$ cat src/m13cfg_pkg.sv
// Notes on behaviour
// - Writable configuration bits read back as written
// - Reset clears writable bits unless noted
// - Writes to read-only bits change nothing
// - Software reset bit holds device until cleared
// - Hardware reset clears the software reset bit
// - Receive clock edge sets flag; read clears
// - Transmit reference edge sets flag; read clears
// - External tributary clock edge sets flag; read clears
// - Offset one reads a fixed version code
// - Write to offset one updates all counters
// - Bypassed group takes line 4n, ignores others
// - Bypassed group drives line 4n, others low
// - Source select picks generated or external clock
// - Receive select swaps interrupt/message for clock/data
// - Transmit select turns data pin into input
// - Transmit external select resets to one
// - Message polarity: open-drain low or strong high

package m13cfg_pkg;

    // ==========================================================
    // Register offsets
    localparam logic [7:0] ADDR_MASTER = 8'h00;
    localparam logic [7:0] ADDR_REVISION = 8'h01;
    localparam logic [7:0] ADDR_BYPASS = 8'h02;
    localparam logic [7:0] ADDR_LINK_CFG = 8'h03;

    // ==========================================================
    // Field positions
    localparam int BIT_SOFT_RESET = 0;
    localparam int BIT_RX_ACT = 7;
    localparam int BIT_TX_ACT = 6;
    localparam int BIT_EXT_ACT = 5;
    localparam int BIT_SRC_SEL = 7;
    localparam int BIT_RX_EXT = 7;
    localparam int BIT_TX_EXT = 6;
    localparam int BIT_EOM_POL = 3;

    // ==========================================================
    // Reset values
    localparam logic RST_SOFT_RESET = 1'b0;
    localparam logic [6:0] RST_BYPASS = 7'h00;
    localparam logic RST_SRC_SEL = 1'b0;
    localparam logic RST_RX_EXT = 1'b0;
    localparam logic RST_TX_EXT = 1'b1;
    localparam logic [3:0] RST_POL = 4'h0;

    // ==========================================================
    // Structure
    localparam int NUM_GROUPS = 7;
    localparam int LINES_PER_GROUP = 4;
    localparam int NUM_LINES = NUM_GROUPS * LINES_PER_GROUP;
    localparam int NUM_ACT = 3;
    localparam int BUS_SYNC_W = 20;
    // Idle bus pin levels: chip select and strobes high, so reset makes no strobe
    localparam logic [BUS_SYNC_W-1:0] RST_BUS_SYNC = 20'hb0000;

endpackage

$ cat src/m13cfg_sync.sv
`timescale 1ns/1ps
`default_nettype none

// Two flip-flop synchroniser for pins from outside the clock domain
module m13cfg_sync #(
    parameter int WIDTH = 1,
    parameter logic [WIDTH-1:0] RESET_VALUE = '0 // Idle level of the pins
) (
    input wire logic clk,
    input wire logic nrst,
    input wire logic [WIDTH-1:0] async_in,
    output logic [WIDTH-1:0] sync_out
);
    import m13cfg_pkg::*;

    // ==========================================================
    // Elaboration check
    if (WIDTH < 1) begin : g_bad_width
        $error("m13cfg_sync needs a width of at least one");
    end

    typedef struct packed {
        logic [WIDTH-1:0] stage1; // Meta stage, read only by stage2
        logic [WIDTH-1:0] stage2; // Safe stage
    } m13cfg_sync_s;

    m13cfg_sync_s st;
    m13cfg_sync_s next_st;

    // Shift the pin through both stages
    always_comb begin
        next_st.stage1 = async_in;
        next_st.stage2 = st.stage1;
    end

    // Registers
    always_ff @(posedge clk) begin
        if (!nrst) begin
            // Idle level, so no false strobe or edge follows reset
            st.stage1 <= RESET_VALUE;
            st.stage2 <= RESET_VALUE;
        end else begin
            st <= next_st;
        end
    end

    assign sync_out = st.stage2;

endmodule // m13cfg_sync

`default_nettype wire

$ cat src/m13cfg_link_pins.sv
`timescale 1ns/1ps
`default_nettype none

// Shared data-link pin steering and drive polarity
module m13cfg_link_pins (
    input wire logic clk,
    input wire logic nrst,
    input wire logic rx_external_link_sel,
    input wire logic tx_external_link_sel,
    input wire logic [3:0] polarity,
    input wire logic rx_link_interrupt,
    input wire logic rx_link_end_of_message,
    input wire logic rx_link_serial_data,
    input wire logic rx_link_serial_clock,
    input wire logic tx_link_interrupt,
    input wire logic tx_link_underrun,
    input wire logic tx_link_serial_clock,
    input wire logic tx_sig_pin_in,
    output logic rx_clk_pin_out,
    output logic rx_clk_pin_oe,
    output logic rx_sig_pin_out,
    output logic rx_sig_pin_oe,
    output logic tx_clk_pin_out,
    output logic tx_clk_pin_oe,
    output logic tx_sig_pin_out,
    output logic tx_sig_pin_oe,
    output logic tx_link_serial_data
);
    import m13cfg_pkg::*;

    typedef struct packed {
        logic [7:0] pins; // Out and enable pairs, four pins
        logic sig_meta; // First synchroniser stage
        logic sig_sync; // Second synchroniser stage
        logic tx_data; // Data bit for the transmitter
    } m13cfg_link_s;

    m13cfg_link_s st;
    m13cfg_link_s next_st;

    // Open-drain low when polarity is zero, strong high when one
    function automatic logic [1:0] drive(input logic active, input logic pol);
        drive = pol ? {active, 1'b1} : {1'b0, active};
    endfunction

    // Pick each pin's source and drive
    always_comb begin
        next_st = st;
        next_st.sig_meta = tx_sig_pin_in;
        next_st.sig_sync = st.sig_meta;
        if (rx_external_link_sel) begin
            next_st.pins[7:6] = {rx_link_serial_clock, 1'b1};
            next_st.pins[5:4] = {rx_link_serial_data, 1'b1};
        end else begin
            next_st.pins[7:6] = drive(rx_link_interrupt, polarity[1]);
            next_st.pins[5:4] = drive(rx_link_end_of_message, polarity[BIT_EOM_POL]);
        end
        if (tx_external_link_sel) begin
            next_st.pins[3:2] = {tx_link_serial_clock, 1'b1};
            next_st.pins[1:0] = 2'h0;
            next_st.tx_data = st.sig_sync;
        end else begin
            next_st.pins[3:2] = drive(tx_link_interrupt, polarity[0]);
            next_st.pins[1:0] = drive(tx_link_underrun, polarity[2]);
            next_st.tx_data = 1'b0;
        end
    end

    // Registers
    always_ff @(posedge clk) begin
        if (!nrst) begin
            st <= '0;
        end else begin
            st <= next_st;
        end
    end

    assign {rx_clk_pin_out, rx_clk_pin_oe} = st.pins[7:6];
    assign {rx_sig_pin_out, rx_sig_pin_oe} = st.pins[5:4];
    assign {tx_clk_pin_out, tx_clk_pin_oe} = st.pins[3:2];
    assign {tx_sig_pin_out, tx_sig_pin_oe} = st.pins[1:0];
    assign tx_link_serial_data = st.tx_data;

endmodule // m13cfg_link_pins

`default_nettype wire

$ cat src/m13cfg_regs.sv
`timescale 1ns/1ps
`default_nettype none

// Master configuration register bank
module m13cfg_regs #(
    parameter logic [7:0] VERSION_CODE = 8'h5a // Arbitrary value
) (
    input wire logic clk,
    input wire logic nrst,
    // Processor bus pins
    input wire logic chip_select_n,
    input wire logic test_register_select,
    input wire logic [7:0] addr,
    input wire logic rd_n,
    input wire logic wr_n,
    input wire logic [7:0] data_in,
    output logic [7:0] data_out,
    output logic data_oe,
    // Clock pins watched for activity
    input wire logic rx_line_clock,
    input wire logic tx_reference_clock,
    input wire logic ext_trib_tx_clock,
    // Device control
    output logic device_reset,
    output logic counter_update,
    output logic [m13cfg_pkg::NUM_GROUPS-1:0] group_bypass,
    output logic trib_clock_source_sel,
    output logic rx_external_link_sel,
    output logic tx_external_link_sel,
    // Tributary pins and demux side
    input wire logic [m13cfg_pkg::NUM_LINES-1:0] trib_tx_clock,
    input wire logic [m13cfg_pkg::NUM_LINES-1:0] trib_tx_data,
    output logic [m13cfg_pkg::NUM_LINES-1:0] m12_tx_clock,
    output logic [m13cfg_pkg::NUM_LINES-1:0] m12_tx_data,
    output logic [m13cfg_pkg::NUM_GROUPS-1:0] ds2_tx_clock,
    output logic [m13cfg_pkg::NUM_GROUPS-1:0] ds2_tx_data,
    input wire logic [m13cfg_pkg::NUM_LINES-1:0] demux_rx_clock,
    input wire logic [m13cfg_pkg::NUM_LINES-1:0] demux_rx_data,
    input wire logic [m13cfg_pkg::NUM_GROUPS-1:0] ds2_rx_clock,
    input wire logic [m13cfg_pkg::NUM_GROUPS-1:0] ds2_rx_data,
    output logic [m13cfg_pkg::NUM_LINES-1:0] trib_rx_clock,
    output logic [m13cfg_pkg::NUM_LINES-1:0] trib_rx_data,
    // Data-link internal signals
    input wire logic rx_link_interrupt,
    input wire logic rx_link_end_of_message,
    input wire logic rx_link_serial_data,
    input wire logic rx_link_serial_clock,
    input wire logic tx_link_interrupt,
    input wire logic tx_link_underrun,
    input wire logic tx_link_serial_clock,
    output logic tx_link_serial_data,
    // Shared data-link pins
    input wire logic tx_sig_pin_in,
    output logic rx_clk_pin_out,
    output logic rx_clk_pin_oe,
    output logic rx_sig_pin_out,
    output logic rx_sig_pin_oe,
    output logic tx_clk_pin_out,
    output logic tx_clk_pin_oe,
    output logic tx_sig_pin_out,
    output logic tx_sig_pin_oe
);
    import m13cfg_pkg::*;

    // ==========================================================
    // State
    typedef struct packed {
        logic [NUM_ACT-1:0] clk_prev; // Synced clocks, one cycle old
        logic rd_prev; // Read strobe, one cycle old
        logic wr_prev; // Write strobe, one cycle old
        logic soft_reset; // Software reset bit
        logic [NUM_ACT-1:0] activity; // Clock activity flags
        logic [NUM_GROUPS-1:0] bypass; // Per-group bypass
        logic src_sel; // External tributary clock select
        logic rx_ext; // Receive external link select
        logic tx_ext; // Transmit external link select
        logic [3:0] pol; // Link pin polarities
        logic [7:0] rdata; // Read data
        logic rdata_oe; // Read data drive
        logic update; // Counter update pulse
        logic [NUM_LINES-1:0] rx_clk; // Receive tributary clocks
        logic [NUM_LINES-1:0] rx_dat; // Receive tributary data
        logic [NUM_LINES-1:0] m12_clk; // Clocks into the M12 stage
        logic [NUM_LINES-1:0] m12_dat; // Data into the M12 stage
        logic [NUM_GROUPS-1:0] ds2_clk; // Bypass DS2 clocks
        logic [NUM_GROUPS-1:0] ds2_dat; // Bypass DS2 data
    } m13cfg_state_s;

    m13cfg_state_s st;
    m13cfg_state_s next_st;

    // Synchronised bus, clock and tributary pins
    logic cs_n_s;
    logic a8_s;
    logic rd_n_s;
    logic wr_n_s;
    logic [7:0] addr_s;
    logic [7:0] din_s;
    logic [NUM_ACT-1:0] clk_s;
    logic [2*NUM_LINES-1:0] trib_s;

    // Decoded strobes and clock edges
    logic rd_act;
    logic wr_act;
    logic rd_start;
    logic wr_end;
    logic [NUM_ACT-1:0] edges;

    // ==========================================================
    // Pin synchronisers
    m13cfg_sync #(.WIDTH(BUS_SYNC_W), .RESET_VALUE(RST_BUS_SYNC)) u_bus_sync (
        .clk(clk),
        .nrst(nrst),
        .async_in({chip_select_n, test_register_select, rd_n, wr_n, addr, data_in}),
        .sync_out({cs_n_s, a8_s, rd_n_s, wr_n_s, addr_s, din_s})
    );

    m13cfg_sync #(.WIDTH(NUM_ACT)) u_clk_sync (
        .clk(clk),
        .nrst(nrst),
        .async_in({rx_line_clock, tx_reference_clock, ext_trib_tx_clock}),
        .sync_out(clk_s)
    );

    m13cfg_sync #(.WIDTH(2*NUM_LINES)) u_trib_sync (
        .clk(clk),
        .nrst(nrst),
        .async_in({trib_tx_clock, trib_tx_data}),
        .sync_out(trib_s)
    );

    // True when the synced address selects the given offset
    function automatic logic hit(input logic [7:0] a, input logic [7:0] off);
        hit = (a == off);
    endfunction

    // ==========================================================
    // Bus strobes, gated by chip select and normal-mode space
    always_comb begin
        rd_act = !cs_n_s && !a8_s && !rd_n_s;
        wr_act = !cs_n_s && !a8_s && !wr_n_s;
        rd_start = rd_act && !st.rd_prev;
        wr_end = !wr_act && st.wr_prev;
        edges = clk_s & ~st.clk_prev;
    end

    // ==========================================================
    // Next state
    always_comb begin
        next_st = st;
        next_st.clk_prev = clk_s;
        next_st.rd_prev = rd_act;
        next_st.wr_prev = wr_act;
        next_st.update = 1'b0;
        // Read capture; unused bits read as zero
        if (rd_start) begin
            next_st.rdata_oe = 1'b1;
            if (hit(addr_s, ADDR_MASTER)) begin
                next_st.rdata = 8'h00;
                next_st.rdata[BIT_RX_ACT] = st.activity[2];
                next_st.rdata[BIT_TX_ACT] = st.activity[1];
                next_st.rdata[BIT_EXT_ACT] = st.activity[0];
                next_st.rdata[BIT_SOFT_RESET] = st.soft_reset;
            end else if (hit(addr_s, ADDR_REVISION)) begin
                next_st.rdata = VERSION_CODE;
            end else if (hit(addr_s, ADDR_BYPASS)) begin
                next_st.rdata = {st.src_sel, st.bypass};
            end else if (hit(addr_s, ADDR_LINK_CFG)) begin
                next_st.rdata = {st.rx_ext, st.tx_ext, 2'h0, st.pol};
            end else begin
                next_st.rdata = 8'h00;
            end
        end else if (!rd_act) begin
            next_st.rdata_oe = 1'b0;
        end
        // Read clears flags; a fresh edge wins over the clear
        if (rd_start && hit(addr_s, ADDR_MASTER)) begin
            next_st.activity = edges;
        end else begin
            next_st.activity = st.activity | edges;
        end
        // Write commit at the end of the strobe
        if (wr_end) begin
            if (hit(addr_s, ADDR_MASTER)) begin
                next_st.soft_reset = din_s[BIT_SOFT_RESET];
            end else if (hit(addr_s, ADDR_REVISION)) begin
                next_st.update = 1'b1;
            end else if (hit(addr_s, ADDR_BYPASS)) begin
                next_st.src_sel = din_s[BIT_SRC_SEL];
                next_st.bypass = din_s[NUM_GROUPS-1:0];
            end else if (hit(addr_s, ADDR_LINK_CFG)) begin
                next_st.rx_ext = din_s[BIT_RX_EXT];
                next_st.tx_ext = din_s[BIT_TX_EXT];
                next_st.pol = din_s[3:0];
            end
        end
        // Tributary steering per group
        for (int g = 0; g < NUM_GROUPS; g++) begin
            for (int k = 0; k < LINES_PER_GROUP; k++) begin
                if (st.soft_reset) begin
                    // Hold every path quiet while in software reset
                    next_st.rx_clk[g*LINES_PER_GROUP+k] = 1'b0;
                    next_st.rx_dat[g*LINES_PER_GROUP+k] = 1'b0;
                    next_st.m12_clk[g*LINES_PER_GROUP+k] = 1'b0;
                    next_st.m12_dat[g*LINES_PER_GROUP+k] = 1'b0;
                end else if (st.bypass[g]) begin
                    // Only line 4n carries the DS2; the rest stay low
                    if (k == LINES_PER_GROUP-1) begin
                        next_st.rx_clk[g*LINES_PER_GROUP+k] = ds2_rx_clock[g];
                        next_st.rx_dat[g*LINES_PER_GROUP+k] = ds2_rx_data[g];
                    end else begin
                        next_st.rx_clk[g*LINES_PER_GROUP+k] = 1'b0;
                        next_st.rx_dat[g*LINES_PER_GROUP+k] = 1'b0;
                    end
                    next_st.m12_clk[g*LINES_PER_GROUP+k] = 1'b0;
                    next_st.m12_dat[g*LINES_PER_GROUP+k] = 1'b0;
                end else begin
                    // Normal M12 path
                    next_st.rx_clk[g*LINES_PER_GROUP+k] = demux_rx_clock[g*LINES_PER_GROUP+k];
                    next_st.rx_dat[g*LINES_PER_GROUP+k] = demux_rx_data[g*LINES_PER_GROUP+k];
                    next_st.m12_clk[g*LINES_PER_GROUP+k] =
                        trib_s[NUM_LINES+g*LINES_PER_GROUP+k];
                    next_st.m12_dat[g*LINES_PER_GROUP+k] = trib_s[g*LINES_PER_GROUP+k];
                end
            end
            // Bypass DS2 taken from line 4n only
            if (st.bypass[g] && !st.soft_reset) begin
                next_st.ds2_clk[g] = trib_s[NUM_LINES+g*LINES_PER_GROUP+3];
                next_st.ds2_dat[g] = trib_s[g*LINES_PER_GROUP+3];
            end else begin
                next_st.ds2_clk[g] = 1'b0;
                next_st.ds2_dat[g] = 1'b0;
            end
        end
    end

    // ==========================================================
    // Registers
    always_ff @(posedge clk) begin
        if (!nrst) begin
            st <= '0;
            st.soft_reset <= RST_SOFT_RESET;
            st.bypass <= RST_BYPASS;
            st.src_sel <= RST_SRC_SEL;
            st.rx_ext <= RST_RX_EXT;
            st.tx_ext <= RST_TX_EXT;
            st.pol <= RST_POL;
        end else begin
            st <= next_st;
        end
    end

    // ==========================================================
    // Data-link pins
    m13cfg_link_pins u_link (
        .clk(clk),
        .nrst(nrst),
        .rx_external_link_sel(st.rx_ext),
        .tx_external_link_sel(st.tx_ext),
        .polarity(st.pol),
        .rx_link_interrupt(rx_link_interrupt),
        .rx_link_end_of_message(rx_link_end_of_message),
        .rx_link_serial_data(rx_link_serial_data),
        .rx_link_serial_clock(rx_link_serial_clock),
        .tx_link_interrupt(tx_link_interrupt),
        .tx_link_underrun(tx_link_underrun),
        .tx_link_serial_clock(tx_link_serial_clock),
        .tx_sig_pin_in(tx_sig_pin_in),
        .rx_clk_pin_out(rx_clk_pin_out),
        .rx_clk_pin_oe(rx_clk_pin_oe),
        .rx_sig_pin_out(rx_sig_pin_out),
        .rx_sig_pin_oe(rx_sig_pin_oe),
        .tx_clk_pin_out(tx_clk_pin_out),
        .tx_clk_pin_oe(tx_clk_pin_oe),
        .tx_sig_pin_out(tx_sig_pin_out),
        .tx_sig_pin_oe(tx_sig_pin_oe),
        .tx_link_serial_data(tx_link_serial_data)
    );

    // ==========================================================
    // Outputs, all from flip-flops
    assign data_out = st.rdata;
    assign data_oe = st.rdata_oe;
    assign device_reset = st.soft_reset;
    assign counter_update = st.update;
    assign group_bypass = st.bypass;
    assign trib_clock_source_sel = st.src_sel;
    assign rx_external_link_sel = st.rx_ext;
    assign tx_external_link_sel = st.tx_ext;
    assign trib_rx_clock = st.rx_clk;
    assign trib_rx_data = st.rx_dat;
    assign m12_tx_clock = st.m12_clk;
    assign m12_tx_data = st.m12_dat;
    assign ds2_tx_clock = st.ds2_clk;
    assign ds2_tx_data = st.ds2_dat;
endmodule // m13cfg_regs

`default_nettype wire

$ cat config.mk
export PLATFORM = sky130hd
export DESIGN_NAME = m13cfg_regs
export DESIGN_NICKNAME = d
export VERILOG_FILES = /design/src/m13cfg_pkg.sv /design/src/m13cfg_sync.sv /design/src/m13cfg_link_pins.sv /design/src/m13cfg_regs.sv
export SDC_FILE = /design/constraint.sdc
export NUM_CORES = 1
export LEC_CHECK = 0
export BUFFER_PORTS_ARGS = -buffer_cell sky130_fd_sc_hd__buf_4
export CAP_MARGIN = 20
export CORE_MARGIN = 8
export CORE_UTILIZATION = 50
export DETAILED_ROUTE_END_ITERATION = 10
export PLACE_DENSITY = 0.82
export SKIP_CTS_REPAIR_TIMING = 1
export SYNTH_ARGS = -nofsm -noshare
export SYNTH_HDL_FRONTEND = slang
export SYNTH_HIERARCHICAL = 1
export SYNTH_SLANG_ARGS = --single-unit
export TNS_END_PERCENT = 20
$ cat constraint.sdc
create_clock -name clk -period 3.5 [get_ports clk]
set_input_delay 0.875 -clock clk [delete_from_list [all_inputs] [get_ports clk]]
set_output_delay 0.875 -clock clk [all_outputs]
set_load 0.02 [all_outputs]
==> reports/results.ini <==
[run_status]
status = finished, final reports clean

[clock_tree]
cts_buffer_depth = 3
htree_levels = 1
clk_pin_slew_ns = 0.07
clock_sinks = 328
cts_tree = done
clkLatencyLatePin_ns = 0.54
cts_root_buf = clkbuf_16
numCtsBuffers = 31

[sta]
fmax_mhz = 434.2
finalHoldViolations = 0
fin_tns_setup_ns = 0
setup-violations-final = 0
relSlewSlack_pct = 44.55
worst_pin_slew_ns = 0.8286
min_period_ns = 2.303
rsz0062_at_grt = false
fin_crit_sh_pct = 65.81
finalClockSkew_ns = 0.009476
maxSlewViolCount = 0

[critical_path]
cp.depth = 1
cpLargestDelayFamily = flip-flops
path_cells = buf_4
slowest_stage = dfxtp_1
arrival_ns = 1.43
crit_path_start_kind = flip-flop
r2r_slack_ns = 1.75
worstSetupPathType = reg -> out
worst-path-max-fanout = 8
rr_worst_depth = 4
required_ns = 2.62
end_kind = output pin
cp_num_buf_inv = 1
critPathMaxStageDelay_ns = 0.64

[yosys]
ys_seq_elements = 328
yosys.area_share.simple_pct = 20.99
ys_types = 38
synthesis.area_um2 = 10640
synthArstFlopShare_pct = 0
synth_xor_area_share_pct = 0
ys_warn_count = 6
syn-num-nets = 1109
synth-compound-area-share_pct = 1.541
yosysSeqAreaShare_pct = 61.72
synthCells = 950
synthTopCellsByArea = dfxtp_1, and2_1, buf_4
avgSynthCellArea_um2 = 11.20
synth_edf_count = 0
synth_ff_type = dfxtp_1
synth_top_cell_area_share_pct = 61.72
yosys-mux-area-fraction_pct = 3.222
yosysTopAreaCell = dfxtp_1
synth_top_family_by_area = simple AND/OR/NAND/NOR gates
synthAdderAreaFrac_pct = 0

[global_route]
gr-total-overflow = 0
grt_max_degree = 140
track_usage_pct = 16.96
grt_pass1_wl_mm = 35.29
first_global_vias = 6416
antenna_found_initial = 1

[floorplan]
start_util_pct = 50.77
die-area_um2 = 26200
die_h_um = 161.9
rows = 53
die_w_um = 161.9
io_pins = 315
coreArea_um2 = 20960

[layout]
finish.net_count = 1281
final_area_um2 = 13330
instances_no_fill = 1422
areaGrowthSynthToFinish_pct = 25.27
final_cell_mix = dfxtp_1, buf_4, and2_1
drive_gt1_share_pct = 33.86
mostFrequentLayoutCell = dfxtp_1

[pwr]
pwr-share-seq_pct = 47.6
p_per_area_nw_per_um2 = 617.3
switching_share_pct = 19.98
p_leak_nw = 6.150
ir_worst_vdd_mv = 0.3683
pwr-share-comb_pct = 5.8
cellInternalPower_mw = 6.584
power.net_switching_mw = 1.644
clock_power_share_pct = 46.5
power.total_mw = 8.228

[routing]
drtIter0Drc = 304
viasPerCell = 4.499
wl_mm = 23.37
via_count = 6397
drt_first_pass_iters = 4
drcViolationCount = 0
antenna_left = 0
wl_per_cell_um = 16.43

[placed_design]
place_inst = 1363
placed_area_um2 = 12090
hpwl_mm = 16.98
routabilityCongestion = 0.7791
portBuffers = 314

[min_path]
worstHoldPathCells = 1
hold_path_class = reg -> reg

[flow_run]
cap_violations = 0

==> final timing paths <==
kind                                from                 endpoint
hold reg to reg   u_bus_sync/next_st[17]  u_bus_sync/sync_out[17]
setup / recovery         group_bypass[0]          group_bypass[0]
setup reg to reg            device_reset         trib_rx_clock[1]
hold / removal    u_bus_sync/next_st[17]  u_bus_sync/sync_out[17]
==> per-layer routing <==
layer	up-vias	global-route usage (%)	share of wire, %
li1	3189	-	-
met1	2893	18.75	39
met2	265	29.48	49
met3	48	6.252	9.4
met4	2	5.934	2.9
met5	-	0	0.056
==> per-stage QoR <==
stage               hold WS, ns  utilization [%]  worst slack, ns
floorplan                0.3840                -            1.672
global placement         0.3935            57.68            1.197
detailed placement       0.3985            57.68            1.177
CTS                      0.4115            63.46            1.143
global route             0.4303            63.59            1.146
finish                   0.4065            63.60            1.197
==> cell usage after synthesis (3+ instances only) <==
master      n
a21oi_1     3
and2_1    253
and3_1     16
buf_2       6
buf_4     142
buf_6      11
clkbuf_1   21
clkbuf_2    3
dfxtp_1   328
inv_1       3
mux2i_1    32
nand2_1    36
nand2b_1    9
nand3_1    11
nor2_1     32
nor2b_1     6
o22ai_1     3
o31a_1      3
o31ai_1     3
o41ai_1     5
==> cell type report <==
| type | count | area [um2] |
|---|---|---|
| fill | 1585 | 7627 |
| multi-input combinational | 434 | 2740 |
| clock inverter | 16 | 327.8 |
| clock buffer | 41 | 883.3 |
| sequential | 328 | 6566 |
| inverter | 3 | 11.26 |
| timing repair buffer | 324 | 2452 |
| tap | 275 | 344.1 |
| antenna | 1 | 2.502 |
==> power by group through the flow <==
stage,registers [mW],logic (mW),clock network [mW]
after floorplan,3.99,0.301,0
after global placement,4.00,0.473,0
after detailed placement,4.00,0.482,0
after CTS,3.92,0.485,3.91
after global routing,3.93,0.522,4.08
final,3.92,0.481,3.83
==> logic make-up (layout without fill, tap and decap cells) <==
| logic type | count (synthesis) | count (layout) |
|---|---|---|
| DFF | 328 | 328 |
| AOI/OAI and AO/OA | 22 | 22 |
| and+or+nand+nor | 378 | 378 |
| other | 0 | 1 |
| buffers and inverters | 188 | 384 |
| muxes | 34 | 34 |
==> state kept, by name, indices dropped and copies added (netlist names), 7 cells and up <==
| signal | flops |
|---|---|
| u_trib_sync/next_st | 56 |
| u_trib_sync/sync_out | 56 |
| m12_tx_clock | 28 |
| m12_tx_data | 28 |
| trib_rx_clock | 28 |
| trib_rx_data | 28 |
| u_bus_sync/next_st | 20 |
| u_bus_sync/sync_out | 20 |
| st | 12 |
| data_out | 8 |
| ds2_tx_clock | 7 |
| ds2_tx_data | 7 |
| group_bypass | 7 |
(Power assumes the default switching activity.)
